<file path="config.mk">
export PLATFORM = sky130hd
export DESIGN_NAME = ddc_preset_select_and_channel_binding
export DESIGN_NICKNAME = d
export VERILOG_FILES = /design/src/hdl/ddc_cfg_pkg.sv /design/src/hdl/preset_pin_sync.sv /design/src/hdl/ddc_preset_select_and_channel_binding.sv
export SDC_FILE = /design/constraint.sdc
export NUM_CORES = 1
export LEC_CHECK = 0
export ABC_AREA = 1
export BUFFER_PORTS_ARGS = -buffer_cell sky130_fd_sc_hd__buf_2
export CAP_MARGIN = 20
export CORE_AREA = 3 3 240 242
export CTS_CLUSTER_SIZE = 28
export DETAILED_ROUTE_END_ITERATION = 7
export DIE_AREA = 0 0 243 245
export MAX_ROUTING_LAYER = met4
export SLEW_MARGIN = 5
export SYNTH_ARGS = -nofsm -noshare
export SYNTH_HDL_FRONTEND = slang
export SYNTH_SLANG_ARGS = --single-unit
</file>
<file path="constraint.sdc">
create_clock -name mclk_in -period 3.2 [get_ports mclk_in]
set_input_delay 0.16 -clock mclk_in [delete_from_list [all_inputs] [get_ports mclk_in]]
set_output_delay 0.16 -clock mclk_in [all_outputs]
set_load 0.1 [all_outputs]
</file>
<file path="src/hdl/ddc_cfg_pkg.sv">
package ddc_cfg_pkg;

   // Bus geometry
   localparam int unsigned ADDR_W = 12;
   localparam int unsigned IDX_W = 10;
   localparam int unsigned DATA_W = 32;

   // Register indices; byte address is four times the index
   localparam logic [IDX_W-1:0] IDX_PRESET_SOURCE = 10'h214;
   localparam logic [IDX_W-1:0] IDX_PRESET_SELECT = 10'h215;
   localparam logic [IDX_W-1:0] IDX_CHANNEL_ROUTING = 10'h216;
   localparam logic [IDX_W-1:0] IDX_LINK_CONTROL = 10'h220;
   localparam logic [IDX_W-1:0] IDX_BLOCK_STATUS = 10'h221;

   // Values after reset
   localparam logic [7:0] RST_PRESET_SOURCE = 8'h00;
   localparam logic [7:0] RST_PRESET_SELECT = 8'h00;
   localparam logic [7:0] RST_CHANNEL_ROUTING = 8'h02;
   localparam logic [7:0] RST_LINK_CONTROL = 8'h00;

   // Field positions in preset source and preset select
   localparam int unsigned SRC_LSB = 0;
   localparam int unsigned SEL_A_LSB = 0;
   localparam int unsigned SEL_B_LSB = 2;

   // Field positions in channel routing
   localparam int unsigned ROUTE_A_BIT = 0;
   localparam int unsigned ROUTE_B_BIT = 1;

   // Field positions in link control
   localparam int unsigned CTL_LINK_EN_BIT = 0;
   localparam int unsigned CTL_CAL_EN_BIT = 1;
   localparam int unsigned CTL_PD_A_BIT = 2;
   localparam int unsigned CTL_PD_B_BIT = 3;

   // Field positions in block status
   localparam int unsigned STS_IDX_A_LSB = 0;
   localparam int unsigned STS_IDX_B_LSB = 2;
   localparam int unsigned STS_DIG_PD_A_BIT = 4;
   localparam int unsigned STS_DIG_PD_B_BIT = 5;
   localparam int unsigned STS_PINS_A_LSB = 8;
   localparam int unsigned STS_PINS_B_LSB = 10;

   // Preset storage shape
   localparam int unsigned PRESETS = 4;
   localparam int unsigned SAMPLE_W = 12;
   localparam logic [1:0] PIN_RESET = 2'h0;

   // Where the active preset index comes from
   typedef enum logic [1:0] {
      SRC_REGISTER,
      SRC_PINS_SPLIT,
      SRC_PINS_SHARED,
      SRC_RESERVED
   } preset_source_e;

   // One oscillator preset
   typedef struct packed {
      logic [31:0] osc_freq_word;
      logic [15:0] osc_phase_word;
   } osc_preset_s;

   // One digital channel as handed to the back end
   typedef struct packed {
      logic [SAMPLE_W-1:0] sample;
      logic powerdown;
      logic link_powerdown;
   } dig_channel_s;

endpackage

</file>
<file path="src/hdl/preset_pin_sync.sv">
`timescale 1ns/1ps
module preset_pin_sync (
   // Clock and reset
   input wire logic mclk_in,
   input wire logic rst_n_in,
   // Raw pins from the board
   input wire logic [1:0] pins_in,
   // Settled pin value
   output logic [1:0] stable_out
);

   logic [1:0] stage1;
   logic [1:0] stage2;
   logic [1:0] stage3;
   wire settled = (stage2 == stage3);

   // Three-stage chain; whole word moves together so presets never mix
   always_ff @(posedge mclk_in or negedge rst_n_in) begin
      if (!rst_n_in) begin
         stage1 <= ddc_cfg_pkg::PIN_RESET;
         stage2 <= ddc_cfg_pkg::PIN_RESET;
         stage3 <= ddc_cfg_pkg::PIN_RESET;
         stable_out <= ddc_cfg_pkg::PIN_RESET;
      end else begin
         stage1 <= pins_in;
         stage2 <= stage1;
         stage3 <= stage2;
         if (settled) begin
            stable_out <= stage3;
         end
      end
   end
endmodule

</file>
<file path="src/hdl/ddc_preset_select_and_channel_binding.sv">
`timescale 1ns/1ps
// What this block does
// - Source field 0: each converter's preset comes from the select register.
// - Source 1: converter A from its pins, converter B from its own pins.
// - Source 2: converter A pins pick both presets; value 3 is reserved.
// - Four presets per converter, each a frequency and phase word pair.
// - Select bits 3-2 pick converter B's preset when source is 0 or 3.
// - Select bits 1-0 pick converter A's preset when source is 0 or 3.
// - Routing bit 1 feeds digital B from analog A or B; resets to 1.
// - Routing bit 0 feeds digital A from analog A or B; resets to 0.
// - Digital channel and its link power down with their bound analog channel.
// - Preset source and select reset to 0: register source, preset 0.
module ddc_preset_select_and_channel_binding (
   // Clock and reset
   input wire logic mclk_in,
   input wire logic rst_n_in,
   // Avalon-MM slave
   input wire logic [ddc_cfg_pkg::ADDR_W-1:0] address_in,
   input wire logic read_in,
   input wire logic write_in,
   input wire logic [ddc_cfg_pkg::DATA_W-1:0] writedata_in,
   input wire logic [3:0] byteenable_in,
   output logic [ddc_cfg_pkg::DATA_W-1:0] readdata_out,
   output logic waitrequest_out,
   // Board preset select pins
   input wire logic [1:0] preset_pins_conv_a_in,
   input wire logic [1:0] preset_pins_conv_b_in,
   // Preset banks held by the oscillator registers
   input wire ddc_cfg_pkg::osc_preset_s [3:0] osc_presets_conv_a_in,
   input wire ddc_cfg_pkg::osc_preset_s [3:0] osc_presets_conv_b_in,
   // Analog channel samples
   input wire logic [ddc_cfg_pkg::SAMPLE_W-1:0] analog_a_sample_in,
   input wire logic [ddc_cfg_pkg::SAMPLE_W-1:0] analog_b_sample_in,
   // Active presets
   output logic [1:0] preset_index_conv_a_out,
   output logic [1:0] preset_index_conv_b_out,
   output ddc_cfg_pkg::osc_preset_s active_preset_conv_a_out,
   output ddc_cfg_pkg::osc_preset_s active_preset_conv_b_out,
   // Digital channels
   output ddc_cfg_pkg::dig_channel_s digital_a_out,
   output ddc_cfg_pkg::dig_channel_s digital_b_out,
   // Control levels for the rest of the back end
   output logic serial_link_enable_out,
   output logic calibration_enable_out
);

   // Register storage
   logic [1:0] preset_source_field;
   logic [3:0] preset_select_reg;
   logic [1:0] channel_routing_reg;
   logic [3:0] link_control;

   // Synchronised pins
   logic [1:0] pins_a_stable;
   logic [1:0] pins_b_stable;

   // Bus decode
   wire [ddc_cfg_pkg::IDX_W-1:0] reg_index =
      address_in[ddc_cfg_pkg::ADDR_W-1:2];
   wire bus_request = read_in | write_in;
   wire accept = bus_request & ~waitrequest_out;
   wire wr_lane0 = write_in & accept & byteenable_in[0];
   wire hit_source = (reg_index == ddc_cfg_pkg::IDX_PRESET_SOURCE);
   wire hit_select = (reg_index == ddc_cfg_pkg::IDX_PRESET_SELECT);
   wire hit_routing = (reg_index == ddc_cfg_pkg::IDX_CHANNEL_ROUTING);
   wire hit_control = (reg_index == ddc_cfg_pkg::IDX_LINK_CONTROL);
   wire hit_status = (reg_index == ddc_cfg_pkg::IDX_BLOCK_STATUS);

   // Named register fields
   wire [1:0] sel_field_a = preset_select_reg[ddc_cfg_pkg::SEL_A_LSB +: 2];
   wire [1:0] sel_field_b = preset_select_reg[ddc_cfg_pkg::SEL_B_LSB +: 2];
   wire route_sel_digital_a = channel_routing_reg[ddc_cfg_pkg::ROUTE_A_BIT];
   wire route_sel_digital_b = channel_routing_reg[ddc_cfg_pkg::ROUTE_B_BIT];
   wire serial_link_enable = link_control[ddc_cfg_pkg::CTL_LINK_EN_BIT];
   wire calibration_enable = link_control[ddc_cfg_pkg::CTL_CAL_EN_BIT];
   wire analog_a_powerdown = link_control[ddc_cfg_pkg::CTL_PD_A_BIT];
   wire analog_b_powerdown = link_control[ddc_cfg_pkg::CTL_PD_B_BIT];
   wire ddc_cfg_pkg::preset_source_e source_mode =
      ddc_cfg_pkg::preset_source_e'(preset_source_field);

   // Pin synchronisers, one per converter
   preset_pin_sync sync_a (
      .mclk_in(mclk_in),
      .rst_n_in(rst_n_in),
      .pins_in(preset_pins_conv_a_in),
      .stable_out(pins_a_stable)
   );

   preset_pin_sync sync_b (
      .mclk_in(mclk_in),
      .rst_n_in(rst_n_in),
      .pins_in(preset_pins_conv_b_in),
      .stable_out(pins_b_stable)
   );

   // Converter A index: register field or its own pins
   wire pins_drive_a = (source_mode == ddc_cfg_pkg::SRC_PINS_SPLIT) |
      (source_mode == ddc_cfg_pkg::SRC_PINS_SHARED);
   wire [1:0] next_index_a = pins_drive_a ? pins_a_stable :
      sel_field_a;

   // Converter B index: field, own pins, or converter A pins
   wire [1:0] next_index_b =
      (source_mode == ddc_cfg_pkg::SRC_PINS_SPLIT) ? pins_b_stable :
      (source_mode == ddc_cfg_pkg::SRC_PINS_SHARED) ? pins_a_stable :
      sel_field_b;

   // Preset bank lookup by active index
   wire ddc_cfg_pkg::osc_preset_s next_preset_a =
      osc_presets_conv_a_in[next_index_a];
   wire ddc_cfg_pkg::osc_preset_s next_preset_b =
      osc_presets_conv_b_in[next_index_b];

   // Sample routing into each digital channel
   wire [ddc_cfg_pkg::SAMPLE_W-1:0] next_sample_a = route_sel_digital_a ?
      analog_b_sample_in : analog_a_sample_in;
   wire [ddc_cfg_pkg::SAMPLE_W-1:0] next_sample_b = route_sel_digital_b ?
      analog_b_sample_in : analog_a_sample_in;

   // Digital power-down follows the bound analog channel
   wire next_dig_pd_a = route_sel_digital_a ?
      analog_b_powerdown : analog_a_powerdown;
   wire next_dig_pd_b = route_sel_digital_b ?
      analog_b_powerdown : analog_a_powerdown;

   // Assembled digital channel words
   wire ddc_cfg_pkg::dig_channel_s next_digital_a = '{
      sample: next_sample_a,
      powerdown: next_dig_pd_a,
      link_powerdown: next_dig_pd_a | ~serial_link_enable
   };
   wire ddc_cfg_pkg::dig_channel_s next_digital_b = '{
      sample: next_sample_b,
      powerdown: next_dig_pd_b,
      link_powerdown: next_dig_pd_b | ~serial_link_enable
   };

   // Status word showing the block's live state
   wire [ddc_cfg_pkg::DATA_W-1:0] status_word =
      (32'(preset_index_conv_a_out) << ddc_cfg_pkg::STS_IDX_A_LSB) |
      (32'(preset_index_conv_b_out) << ddc_cfg_pkg::STS_IDX_B_LSB) |
      (32'(digital_a_out.powerdown) << ddc_cfg_pkg::STS_DIG_PD_A_BIT) |
      (32'(digital_b_out.powerdown) << ddc_cfg_pkg::STS_DIG_PD_B_BIT) |
      (32'(pins_a_stable) << ddc_cfg_pkg::STS_PINS_A_LSB) |
      (32'(pins_b_stable) << ddc_cfg_pkg::STS_PINS_B_LSB);

   // Read mux; reserved bits and unmapped words read zero
   wire [ddc_cfg_pkg::DATA_W-1:0] next_readdata =
      hit_source ? 32'(preset_source_field) :
      hit_select ? 32'(preset_select_reg) :
      hit_routing ? 32'(channel_routing_reg) :
      hit_control ? 32'(link_control) :
      hit_status ? status_word :
      32'h0000_0000;

   // One wait state: answer on the edge after the request is seen
   always_ff @(posedge mclk_in or negedge rst_n_in) begin
      if (!rst_n_in) begin
         waitrequest_out <= 1'b1;
         readdata_out <= 32'h0000_0000;
      end else if (bus_request && waitrequest_out) begin
         waitrequest_out <= 1'b0;
         readdata_out <= next_readdata;
      end else begin
         waitrequest_out <= 1'b1;
      end
   end

   // Register writes take effect on the accepting edge
   always_ff @(posedge mclk_in or negedge rst_n_in) begin
      if (!rst_n_in) begin
         preset_source_field <= ddc_cfg_pkg::RST_PRESET_SOURCE[1:0];
         preset_select_reg <= ddc_cfg_pkg::RST_PRESET_SELECT[3:0];
         channel_routing_reg <= ddc_cfg_pkg::RST_CHANNEL_ROUTING[1:0];
         link_control <= ddc_cfg_pkg::RST_LINK_CONTROL[3:0];
      end else if (wr_lane0) begin
         if (hit_source) begin
            preset_source_field <= writedata_in[ddc_cfg_pkg::SRC_LSB +: 2];
         end
         if (hit_select) begin
            preset_select_reg <= writedata_in[3:0];
         end
         if (hit_routing) begin
            // Caller keeps link and calibration off while this changes
            channel_routing_reg <= writedata_in[1:0];
         end
         if (hit_control) begin
            link_control <= writedata_in[3:0];
         end
      end
   end

   // Active preset registers
   always_ff @(posedge mclk_in or negedge rst_n_in) begin
      if (!rst_n_in) begin
         preset_index_conv_a_out <= 2'h0;
         preset_index_conv_b_out <= 2'h0;
         active_preset_conv_a_out <= '0;
         active_preset_conv_b_out <= '0;
      end else begin
         preset_index_conv_a_out <= next_index_a;
         preset_index_conv_b_out <= next_index_b;
         active_preset_conv_a_out <= next_preset_a;
         active_preset_conv_b_out <= next_preset_b;
      end
   end

   // Digital channel and control output registers
   always_ff @(posedge mclk_in or negedge rst_n_in) begin
      if (!rst_n_in) begin
         digital_a_out <= '{sample: '0, powerdown: 1'b0, link_powerdown: 1'b1};
         digital_b_out <= '{sample: '0, powerdown: 1'b0, link_powerdown: 1'b1};
         serial_link_enable_out <= 1'b0;
         calibration_enable_out <= 1'b0;
      end else begin
         digital_a_out <= next_digital_a;
         digital_b_out <= next_digital_b;
         serial_link_enable_out <= serial_link_enable;
         calibration_enable_out <= calibration_enable;
      end
   end

   // Marks the first clock after reset release
   logic first_cycle;
   always_ff @(posedge mclk_in or negedge rst_n_in) begin
      if (!rst_n_in) begin
         first_cycle <= 1'b1;
      end else begin
         first_cycle <= 1'b0;
      end
   end
endmodule

</file>
## Yosys cells after proc, flatten, opt, wreduce, memory -nomap -nowiden

Index checks and enable logic that the tools add are counted.

- Magnitude comparators: 2
- Equality and inequality tests: 9
- Mux-type cells: 17
- Bitwise logic cells: 14
- Reduce and logical (&&, ||, !) cells: 5

Operators with widths:

| kind | count |
|---|---|
| 48-bit binary-select mux with 2-bit select | 2 |
| 48-bit two-way mux | 2 |
| 12-bit two-way mux | 7 |
| 10-bit equality test, second input constant | 5 |
| 10-bit by 12-bit OR with 12-bit output | 1 |
| 6-bit by 10-bit OR with 10-bit output | 1 |
| 2-bit AND reduction | 4 |
| 2-bit by 3-bit less-than comparator with 1-bit output, second input constant | 2 |
| 2-bit two-way mux | 3 |
| 5-bit by 6-bit OR with 6-bit output | 1 |
| 4-bit by 5-bit OR with 5-bit output | 1 |
| 2-bit equality test | 2 |
| 1-bit OR | 4 |
| 2-bit by 4-bit OR with 4-bit output | 1 |
| 1-bit bitwise AND | 3 |
| 1-bit two-way mux | 3 |
| 2-bit by 1-bit equality test with 1-bit output, second input constant | 1 |
| 2-bit equality test, second input constant | 1 |
| 1-bit inverter | 2 |
| 1-bit logical AND | 1 |

- Register bits: 191
- Bits of input ports: 464
- Output and inout bits: 163
- Logic and storage cells: 75

## Longest topological paths before layout

Gate-level depths: netlist of run 1.

- Depth in word-level cells: 10
- Gate-level depth with buffers: 12

## Cells and area by module

Synthesis of run 1 repeated with hierarchy kept, for this count alone.

- Cells, all modules: 1037
- Area, all modules: 8353.0 µm²

By module, submodules not included:

| module | instances | cells an instance | area an instance (µm²) | sequential area each (µm²) |
|---|---|---|---|---|
| ddc_preset_select_and_channel_binding | 1 | 987 | 7820.0 | 3833.7 |
| preset_pin_sync | 2 | 25 | 266.5 | 200.2 |

## Least setup slack after synthesis of run 1

No wires, ideal clock.

- Path type: reg2reg
- From: reg preset_source_field[0]
- To: reg active_preset_conv_a_out[38] (netlist name)
- Data arrival time: 1533 ps
- Required time: 3074 ps
- Path slack: 1541 ps
- Cell stages (with the launch flop): 11
- Cell sequence: dfrtp_1 -> inv_1 -> ha_1 -> inv_2 -> or2_1 -> o21ai_2 -> inv_2 -> buf_6 -> buf_2 -> o21ai_0 -> o22ai_1

RTL lines:

| what | line | text |
|---|---|---|
| start: declaration | ddc_preset_select_and_channel_binding.sv:48 | `logic [1:0] preset_source_field;` |
| start signal: assignment | ddc_preset_select_and_channel_binding.sv:172 | `preset_source_field <= ddc_cfg_pkg::RST_PRESET_SOURCE[1:0];` |
| start signal: assignment | ddc_preset_select_and_channel_binding.sv:178 | `preset_source_field <= writedata_in[ddc_cfg_pkg::SRC_LSB +: 2];` |
| end signal: assignment | ddc_preset_select_and_channel_binding.sv:203 | `active_preset_conv_a_out <= next_preset_a;` |
| end: declaration | ddc_preset_select_and_channel_binding.sv:37 | `output ddc_cfg_pkg::osc_preset_s active_preset_conv_a_out,` |

==> impl_metrics.env, run 1 <==
export IMPL_status="finished, final reports clean"
export IMPL_h_tree_depth=4
export IMPL_critPathKind="flop to flop"
export IMPL_fin_crit_ns=3.04
export IMPL_path_cells="inv_1 -> ha_1 -> inv_2 -> nor2_1 -> o21bai_2 -> nand2_4 -> buf_12 -> or2_2 -> o211ai_1 -> dlygate4sd3_1 -> o21ai_1 -> dlygate4sd3_1"
export IMPL_firstDrtPassIters=5
export IMPL_place_congestion=0.889
export IMPL_cp_slowest_cell="dlygate4sd3_1"
export IMPL_max_freq_mhz=329
export IMPL_power_density_mw_per_mm2=408
export IMPL_top_regs="active_preset_conv_a_out (48), active_preset_conv_b_out (48)"
export IMPL_cp_slowest_stage_delay_ns=0.57
export IMPL_reg2regPathDepth=12
export IMPL_crit_top_cell="dlygate4sd3_1"
export IMPL_nets=2225
export IMPL_yosysWarnings=0
export IMPL_min_path_cells=3
export IMPL_leakage_nw=6.98
export IMPL_grt_max_degree=97
export IMPL_drtIter0Drc=496
export IMPL_cts_root_buf="clkbuf_16"
export IMPL_finalCritPeriodShare=0.950
export IMPL_wl_per_cell_um=15.2
export IMPL_worst_slew_pin_slew_ns=0.896
export IMPL_ys_flop_type="dfrtp_1"
export IMPL_post_drt_via_cell_ratio=4.05
export IMPL_max_slew_margin=0.402
export IMPL_report_final_slew_viol_count=0
export IMPL_synthCells=972
export IMPL_clock_skew_ns=0.0109
export IMPL_clk_pin_slew_ns=0.07
export IMPL_fin_util=0.272
export IMPL_hold_viol_final=0
export IMPL_ant_nets=0
export IMPL_ir_drop_mv=0.375
export IMPL_cts_sinks=169
export IMPL_rows=86
export IMPL_multiInputGateArea_mm2=0.00353
export IMPL_syn_to_final_growth_pct=79.0
export IMPL_finalInstanceArea_mm2=0.0150
export IMPL_power_mw=6.13
export IMPL_insertion_delay_ns=0.47
export IMPL_cp_start_kind="flop"
export IMPL_avgSynthCellArea_um2=8.64
export IMPL_first_global_vias=10100
export IMPL_die_height_um=245
export IMPL_vias=10200
export IMPL_dp_hpwl_um=27000
export IMPL_seq_area_frac_synth=0.504
export IMPL_end_kind="flop"
export IMPL_synth_seq_cells=169
export IMPL_worstPathArrival_ns=3.39
export IMPL_placed_cell_area_mm2=0.0119
export IMPL_ys_async_sr_fraction=1.00
export IMPL_drive_gt1_frac=0.397
export IMPL_initial_core_util=0.152
export IMPL_rsz0062_at_grt="no"
export IMPL_grt_pass1_wl_um=56300
export IMPL_cp_required_ns=3.55
export IMPL_pin_count=627
export IMPL_post_cts_buffers=0
export IMPL_synth_edf_count=0
export IMPL_clockBufferDepth=2
export IMPL_cts_tree="yes"
export IMPL_cap_violations=0
export IMPL_wl_um=38300
export IMPL_grt_usage=0.127
export IMPL_overflow=0
export IMPL_drc=0
export IMPL_portBuffers=571
export IMPL_cts_buffers=17
export IMPL_fill_cells=5994
export IMPL_hold_path_class="input pin to flop"
export IMPL_crit_fanout=96
export IMPL_antenna_found_initial=2
export IMPL_synth_cell_types=35
export IMPL_core_area_mm2=0.0553
export IMPL_die_w_um=243
export IMPL_dieArea_mm2=0.0595
export IMPL_finalSetupViolations=0
export IMPL_syn_area_mm2=0.00840
export IMPL_setup_tns_ns=0
export IMPL_seq_area_mm2=0.00423
==> cell type report <==
class	instances	area share
sequential	169	0.282
tap	748	0.0623
antenna	2	0.000333
inverter	45	0.0117
clock inverter	14	0.0109
timing repair buffer	838	0.369
multi-input combinational	688	0.235
clock buffer	18	0.0286
==> cell families (layout without fill, tap and decap cells) <==
logic type               after synthesis  count (layout)  share of synthesized area
AO/OA/AOI/OAI                        347             347                      0.242
AND/OR/NAND/NOR                      315             315                      0.163
flip-flops                           169             169                      0.504
buffers and inverters                136             915                     0.0845
adder cells (fa/ha/maj)                2               2                    0.00298
XOR/XNOR                               2               2                    0.00209
other                                  1              24                   0.000447
==> timing repair <==
action,CTS,global route
gates resized for setup,0,2
hold endpoints to repair,208,0
setup endpoints to repair,0,8
hold buffers,249,0
==> critical path, delay by kind of cell (launching register included) <==
family / cells / cell delay (ns)
buf+inv: 5 / 1.46
compound gates: 3 / 0.30
flops: 1 / 0.37
fa+ha+maj: 1 / 0.22
simple gates: 3 / 0.48
==> metal layers <==
metal,share of wire,wire length [um],GRT usage,vias up
met2,0.48,18300,0.201,502
met4,0.045,1720,0.0663,0
li1,-,-,-,4849
met5,0,0,-,-
met1,0.40,15200,0.145,4778
met3,0.079,3020,0.0402,91
==> where the power goes <==
| part | total, mW | internal [mW] | switching (mW) |
|---|---|---|---|
| registers | 2.29 | 2.24 | 0.0487 |
| clock network | 2.17 | 1.17 | 0.998 |
| logic | 1.68 | 0.549 | 1.13 |
| total | 6.13 | 3.96 | 2.18 |
==> through the flow <==
stage,setup slack [ns],hold WS (ns),std cells
6_report,0.160,0.0488,2522
5_1_grt,0.00350,0.00357,2522
4_1_cts,0.0190,0.00231,2520
3_5_place_dp,0.982,0.271,2239
3_3_place_gp,1.02,0.269,2239
2_1_floorplan,1.54,-0.136,993
==> cell usage after synthesis (all sizes together) (2+ instances only) <==
| cell type | instances | area, um2 |
|---|---|---|
| o21ai | 241 | 1240 |
| nor2 | 166 | 623 |
| dfrtp | 165 | 4130 |
| nand2 | 70 | 273 |
| buf | 58 | 412 |
| o211ai | 50 | 425 |
| or2 | 50 | 313 |
| o22ai | 48 | 300 |
| inv | 44 | 165 |
| clkbuf | 33 | 124 |
| nand3 | 17 | 85.1 |
| nand4 | 8 | 50.1 |
| dfstp | 4 | 105 |
| o31ai | 4 | 30.0 |
| ha | 2 | 25.0 |
| nor3 | 2 | 15.0 |
| o21a | 2 | 15.0 |
| xnor2 | 2 | 17.5 |
==> final timing paths <==
kind,start,end,slack (ns)
max reg2reg,preset_source_field[0],active_preset_conv_b_out[26],0.16
max,preset_source_field[0],active_preset_conv_b_out[26],0.16
min reg2reg,sync_a.stage1[1],sync_a.stage2[1],0.35
max in group asynchronous,rst_n_in,channel_routing_reg[1],2.05
min,osc_presets_conv_b_in[47],active_preset_conv_b_out[47],0.05
min in group asynchronous,rst_n_in,active_preset_conv_a_out[31],0.33
==> cell usage in the layout, fill, tap and decap left out, drive strengths merged, types with 19 or more instances in the layout <==
cell type and n:
o22ai 48, buf 588, conb 22, o21ai 241
clkbuf 19, nand2 70, dfrtp 165, nor2 166
o211ai 50, inv 49, dlygate4sd3 249, or2 50
Note: power is estimated with default switching activity, not from simulation.
==> inputs of run 2 (changes only) <==
--- a/config.mk
+++ b/config.mk
@@ -8,10 +8,10 @@
 export ABC_AREA = 1
 export BUFFER_PORTS_ARGS = -buffer_cell sky130_fd_sc_hd__buf_2
 export CAP_MARGIN = 20
-export CORE_AREA = 3 3 240 242
+export CORE_AREA = 3 3 241 243
 export CTS_CLUSTER_SIZE = 28
 export DETAILED_ROUTE_END_ITERATION = 7
-export DIE_AREA = 0 0 243 245
+export DIE_AREA = 0 0 244 246
 export MAX_ROUTING_LAYER = met4
 export SLEW_MARGIN = 5
 export SYNTH_ARGS = -nofsm -noshare
==> constraint.sdc (replaced) <==
create_clock -name mclk_in -period 3.05 [get_ports mclk_in]
set_input_delay 0.1525 -clock mclk_in [delete_from_list [all_inputs] [get_ports mclk_in]]
set_output_delay 0.1525 -clock mclk_in [all_outputs]
set_load 0.1 [all_outputs]
==> run 2 against run 1 <==
  * Via count fell by 1.7%
  * Worst setup slack improved by 0.099 ns
  * Worst hold slack better by 0.0093 ns
  * Sequential cell count unchanged
  * Critical path depth is 3 lower
  * First-iteration DRC count grew 10%
  * Utilization shrank 0.16 points
  * Final area is 0.96% higher
  * Sequential power rose by 5%
  * Clock power increased by 6%
  * Power rose by 5.4%
  * Critical path type unchanged
  * Critical endpoint is now active_preset_conv_b_out[3]
  * Largest power group unchanged
==> impl_metrics.env, run 2 (synthesis results as in run 1) <==
export IMPL_reg2reg_to="active_preset_conv_b_out[3]"
export IMPL_syn_to_final_growth_pct=80.7
export IMPL_power_mw=6.46
export IMPL_wl_per_cell_um=15.3
export IMPL_drtIter0Drc=546
export IMPL_first_global_vias=10100
export IMPL_dieArea_mm2=0.0600
export IMPL_cap_violations=0
export IMPL_fin_crit_ns=2.79
export IMPL_cts_sinks=169
export IMPL_hold_path_class="input pin to flop"
export IMPL_cp_required_ns=3.41
export IMPL_reg2regPathDepth=9
export IMPL_min_path_cells=3
export IMPL_top_regs="active_preset_conv_a_out (48), active_preset_conv_b_out (48)"
export IMPL_antenna_found_initial=2
export IMPL_drive_gt1_frac=0.393
export IMPL_final_common_cell="buf_2"
export IMPL_wl_um=38800
export IMPL_clockBufferDepth=2
export IMPL_seq_area_mm2=0.00423
export IMPL_multiInputGateArea_mm2=0.00353
export IMPL_clock_skew_ns=0.0149
export IMPL_fill_cells=6029
export IMPL_finalSetupViolations=0
export IMPL_drc=0
export IMPL_grt_max_degree=98
export IMPL_max_freq_mhz=358
export IMPL_power_density_mw_per_mm2=426
export IMPL_timing_rr_start="preset_source_field[1]"
export IMPL_post_drt_via_cell_ratio=3.95
export IMPL_dp_hpwl_um=27400
export IMPL_worstPathArrival_ns=3.16
export IMPL_core_area_mm2=0.0562
export IMPL_place_congestion=0.868
export IMPL_rows=87
export IMPL_worst_slew_pin_slew_ns=0.901
export IMPL_vias=10000
export IMPL_ant_nets=0
export IMPL_ff2ff_setup_slack_ns=0.26
export IMPL_cts_root_buf="clkbuf_16"
export IMPL_cts_buffers=17
export IMPL_final_cell_mix="buf_2 (570), dlygate4sd3_1 (262), o21ai_0 (177)"
export IMPL_use_met1=0.153
export IMPL_place_inst=2242
export IMPL_met2_usage=0.200
export IMPL_max_slew_margin=0.399
export IMPL_portBuffers=571
export IMPL_report_final_slew_viol_count=0
export IMPL_status="finished, final reports clean"
export IMPL_firstDrtPassIters=5
export IMPL_overflow=0
export IMPL_crit_fanout=45
export IMPL_end_kind="flop"
export IMPL_pin_count=627
export IMPL_finalInstanceArea_mm2=0.0152
export IMPL_hold_end="active_preset_conv_a_out[47]"
export IMPL_initial_core_util=0.149
export IMPL_die_w_um=244
export IMPL_critPathKind="flop to flop"
export IMPL_grt_busiest_layer="met2"
export IMPL_setup_tns_ns=0
export IMPL_cp_start_kind="flop"
export IMPL_rsz0062_at_grt="no"
export IMPL_nets=2233
export IMPL_finalCritPeriodShare=0.915
export IMPL_grt_usage=0.129
export IMPL_h_tree_depth=4
export IMPL_leakage_nw=7.03
export IMPL_placed_cell_area_mm2=0.0119
export IMPL_whs_ns=0.0581
export IMPL_grt_pass1_wl_um=57300
export IMPL_insertion_delay_ns=0.48
export IMPL_stdcell_count=2540
export IMPL_post_cts_buffers=0
export IMPL_met3_usage=0.0322
export IMPL_cts_tree="yes"
export IMPL_die_height_um=246
export IMPL_hold_viol_final=0
export IMPL_hp_start="osc_presets_conv_a_in[95]"
export IMPL_clk_pin_slew_ns=0.08
export IMPL_ir_drop_mv=0.426
run 2: worst max-delay path by stage:
| stage | depth (start not counted) | startpoint | to |
|---|---|---|---|
| after floorplan | 10 | preset_source_field[0] | active_preset_conv_a_out[38] |
| after detailed placement | 10 | preset_source_field[0] | active_preset_conv_b_out[38] |
| after CTS | 11 | preset_source_field[0] | active_preset_conv_b_out[32] |
| final | 9 | preset_source_field[1] | active_preset_conv_b_out[3] |
| after global placement | 10 | preset_source_field[0] | active_preset_conv_b_out[38] |
| after global routing | 11 | preset_source_field[0] | active_preset_conv_b_out[3] |
run 2: critical path, stage by stage, from the launching register on:
cell and delay (ns):
dfrtp_1 0.38, inv_1 0.08, ha_1 0.26, o21bai_2 0.25, nand2_4 0.28, clkinv_2 0.14, buf_4 0.29, o211ai_1 0.26
o21ai_1 0.13, dlygate4sd3_1 0.57
run 2: metrics by stage:
stage / utilization / setup WS [ns]
3_3_place_gp: 0.213 / 0.780
5_1_grt: 0.270 / 0.0866
4_1_cts: 0.270 / 0.259
3_5_place_dp: 0.213 / 0.749
6_report: 0.270 / 0.259
2_1_floorplan: - / 1.39
run 2: cell type report:
cell class                      count  area share
Antenna cell                        4    0.000660
Clock buffer                       18      0.0290
Clock inverter                     14      0.0101
Inverter                           45      0.0115
Multi-Input combinational cell    688       0.233
Sequential cell                   169       0.279
Tap cell                          756      0.0624
Timing Repair Buffer              846       0.374
run 2: where the power goes:
part	switching (mW)	total (mW)	internal [mW]
Combinational	1.19	1.78	0.587
Sequential	0.0483	2.40	2.35
Clock	1.11	2.29	1.18
Total	2.35	6.46	4.11
run 2: what timing repair did:
action	in CTS	in global routing
gates resized for setup	0	1
endpoints found under the setup margin	0	1
hold buffers	262	0
endpoints found under the hold margin	179	0
run 2: layer usage:
metal  wire length (um)  share of wire
met5                  0              0
met4               1750          0.045
met3               2570          0.066
met2              18600           0.48
met1              15900           0.41
==> inputs of run 3 (changes only) <==
--- a/config.mk
+++ b/config.mk
@@ -12,7 +12,7 @@
 export CTS_CLUSTER_SIZE = 28
 export DETAILED_ROUTE_END_ITERATION = 7
 export DIE_AREA = 0 0 244 246
-export MAX_ROUTING_LAYER = met4
+export REMOVE_ABC_BUFFERS = 1
 export SLEW_MARGIN = 5
 export SYNTH_ARGS = -nofsm -noshare
 export SYNTH_HDL_FRONTEND = slang
==> constraint.sdc (replaced) <==
create_clock -name mclk_in -period 2.7 [get_ports mclk_in]
set_input_delay 0.135 -clock mclk_in [delete_from_list [all_inputs] [get_ports mclk_in]]
set_output_delay 0.135 -clock mclk_in [all_outputs]
set_load 0.1 [all_outputs]
==> run 3 against run 2 <==
  * Final area is 6.5% higher
  * Power grew 12%
  * Sequential share of layout area fell by 1.7 points
  * Die area unchanged
  * Highest routed layer is now met5
==> impl_metrics.env, run 3 (synthesis results as in run 1) <==
export IMPL_status="finished, final reports clean"
export IMPL_cts_tree="yes"
export IMPL_ant_nets=0
export IMPL_die_height_um=246
export IMPL_dp_hpwl_um=28600
export IMPL_wl_per_cell_um=16.3
export IMPL_final_common_cell="buf_2"
export IMPL_initial_core_util=0.149
export IMPL_leakage_nw=7.46
export IMPL_cp_required_ns=3.05
export IMPL_ir_drop_mv=0.454
export IMPL_vias=11000
export IMPL_core_area_mm2=0.0562
export IMPL_hold_path_class="input pin to flop"
export IMPL_first_global_vias=11500
export IMPL_reg2regPathDepth=11
export IMPL_ff2ff_setup_slack_ns=0.16
export IMPL_syn_to_final_growth_pct=92.4
export IMPL_max_slew_margin=0.438
export IMPL_cap_violations=0
export IMPL_whs_ns=0.0554
export IMPL_reg2reg_to="active_preset_conv_b_out[7]"
export IMPL_grt_pass1_wl_um=63900
export IMPL_clockBufferDepth=2
export IMPL_antenna_found_initial=6
export IMPL_setup_ws_ns=0.160
export IMPL_min_path_cells=3
export IMPL_report_final_slew_viol_count=0
export IMPL_portBuffers=571
export IMPL_worst_slew_pin_slew_ns=0.843
export IMPL_cp_start_kind="flop"
export IMPL_dieArea_mm2=0.0600
export IMPL_h_tree_depth=4
export IMPL_critPathKind="flop to flop"
export IMPL_cts_sinks=169
export IMPL_clock_skew_ns=0.0210
export IMPL_rows=87
export IMPL_worstPathArrival_ns=2.89
export IMPL_fin_crit_ns=2.54
export IMPL_drtIter0Drc=583
export IMPL_fill_cells=5860
export IMPL_wl_um=43100
export IMPL_cts_root_buf="clkbuf_16"
export IMPL_overflow=0
export IMPL_insertion_delay_ns=0.47
export IMPL_grt_max_degree=98
export IMPL_cts_buffers=17
export IMPL_pin_count=627
export IMPL_end_kind="flop"
export IMPL_crit_fanout=96
export IMPL_dp_slack_ns=0.435
export IMPL_place_congestion=0.888
export IMPL_grt_usage=0.139
export IMPL_drc=0
export IMPL_drive_gt1_frac=0.379
export IMPL_firstDrtPassIters=5
export IMPL_clk_pin_slew_ns=0.07
export IMPL_fin_util=0.288
export IMPL_post_drt_via_cell_ratio=4.14
export IMPL_power_density_mw_per_mm2=450
export IMPL_max_freq_mhz=394
export IMPL_die_w_um=244
export IMPL_final_cell_mix="buf_2 (570), dlygate4sd3_1 (349), o21ai_0 (177)"
export IMPL_hold_end="active_preset_conv_b_out[19]"
export IMPL_top_regs="active_preset_conv_a_out (48), active_preset_conv_b_out (48)"
export IMPL_finalCritPeriodShare=0.941
export IMPL_finalSetupViolations=0
export IMPL_rsz0062_at_grt="no"
export IMPL_hold_viol_final=0
export IMPL_hp_start="osc_presets_conv_b_in[163]"
export IMPL_nets=2338
export IMPL_timing_rr_start="preset_source_field[0]"
[run 3: changes by cell type in the layout (fill, tap and decap cells not counted), sizes merged]
cell,delta
clkinvlp,+3
clkbuf,+1
dlygate4sd3,+87
diode,-1
clkinv,-2
inv,-2
buf,+18
[run 3: power by group]
| group | internal, mW | switching (mW) |
|---|---|---|
| Combinational | 0.755 | 1.40 |
| Sequential | 2.65 | 0.0509 |
| Clock | 1.28 | 1.13 |
| Total | 4.68 | 2.58 |
[run 3: worst max path at each step]
stage	start	end	cells after the start
after floorplan	preset_source_field[0]	active_preset_conv_a_out[0]	8
after global placement	preset_source_field[0]	active_preset_conv_b_out[32]	10
after detailed placement	preset_source_field[0]	active_preset_conv_b_out[32]	10
after CTS	preset_source_field[0]	active_preset_conv_a_out[45]	10
after global routing	preset_source_field[0]	active_preset_conv_a_out[44]	10
final	preset_source_field[0]	active_preset_conv_b_out[7]	11
[run 3: timing repair]
action                                  CTS  global route
hold buffers                            349             0
resized for setup                         0             6
buffers inserted                          0             0
endpoints found under the setup margin    0            30
hold endpoints to repair                198             0
[run 3: routing by layer]
metal  share of wire  track usage  vias to the layer above
met1            0.37        0.147                     5139
met5          0.0012            0                        -
met2            0.50        0.241                      621
met3           0.092       0.0546                      106
li1                -            -                     5081
met4           0.040       0.0667                        8
[run 3: worst max-delay path, cell delays in order, from the launching register on]
cell and delay, ns:
dfrtp_1 0.37, inv_1 0.06, ha_1 0.22, inv_2 0.08, nor2_1 0.05, o21bai_2 0.15, nand2_4 0.09, buf_12 0.18
or2_2 0.37, o211ai_1 0.11, dlygate4sd3_1 0.57, o21ai_1 0.06
[run 3: cell type report]
class | count | area (um2) | area share
diodes | 3 | 7.51 | 0.000465
multi-input cells | 688 | 3540 | 0.219
clock buffers | 19 | 433 | 0.0268
clock inverters | 13 | 121 | 0.00751
inverters | 45 | 184 | 0.0114
repair buffers | 951 | 6680 | 0.414
well taps | 756 | 946 | 0.0586
flip-flops and latches | 169 | 4230 | 0.262
[run 3: per-stage QoR]
step                setup TNS (ns)  area [um2]  std cells  power [mW]
finish                           0       16200       2644        7.26
global placement                 0       12100       2260        4.47
global route                     0       16100       2642        7.59
floorplan                    -4.67        7940        902        3.85
detailed placement               0       12100       2260        4.48
CTS                              0       16100       2641        7.37
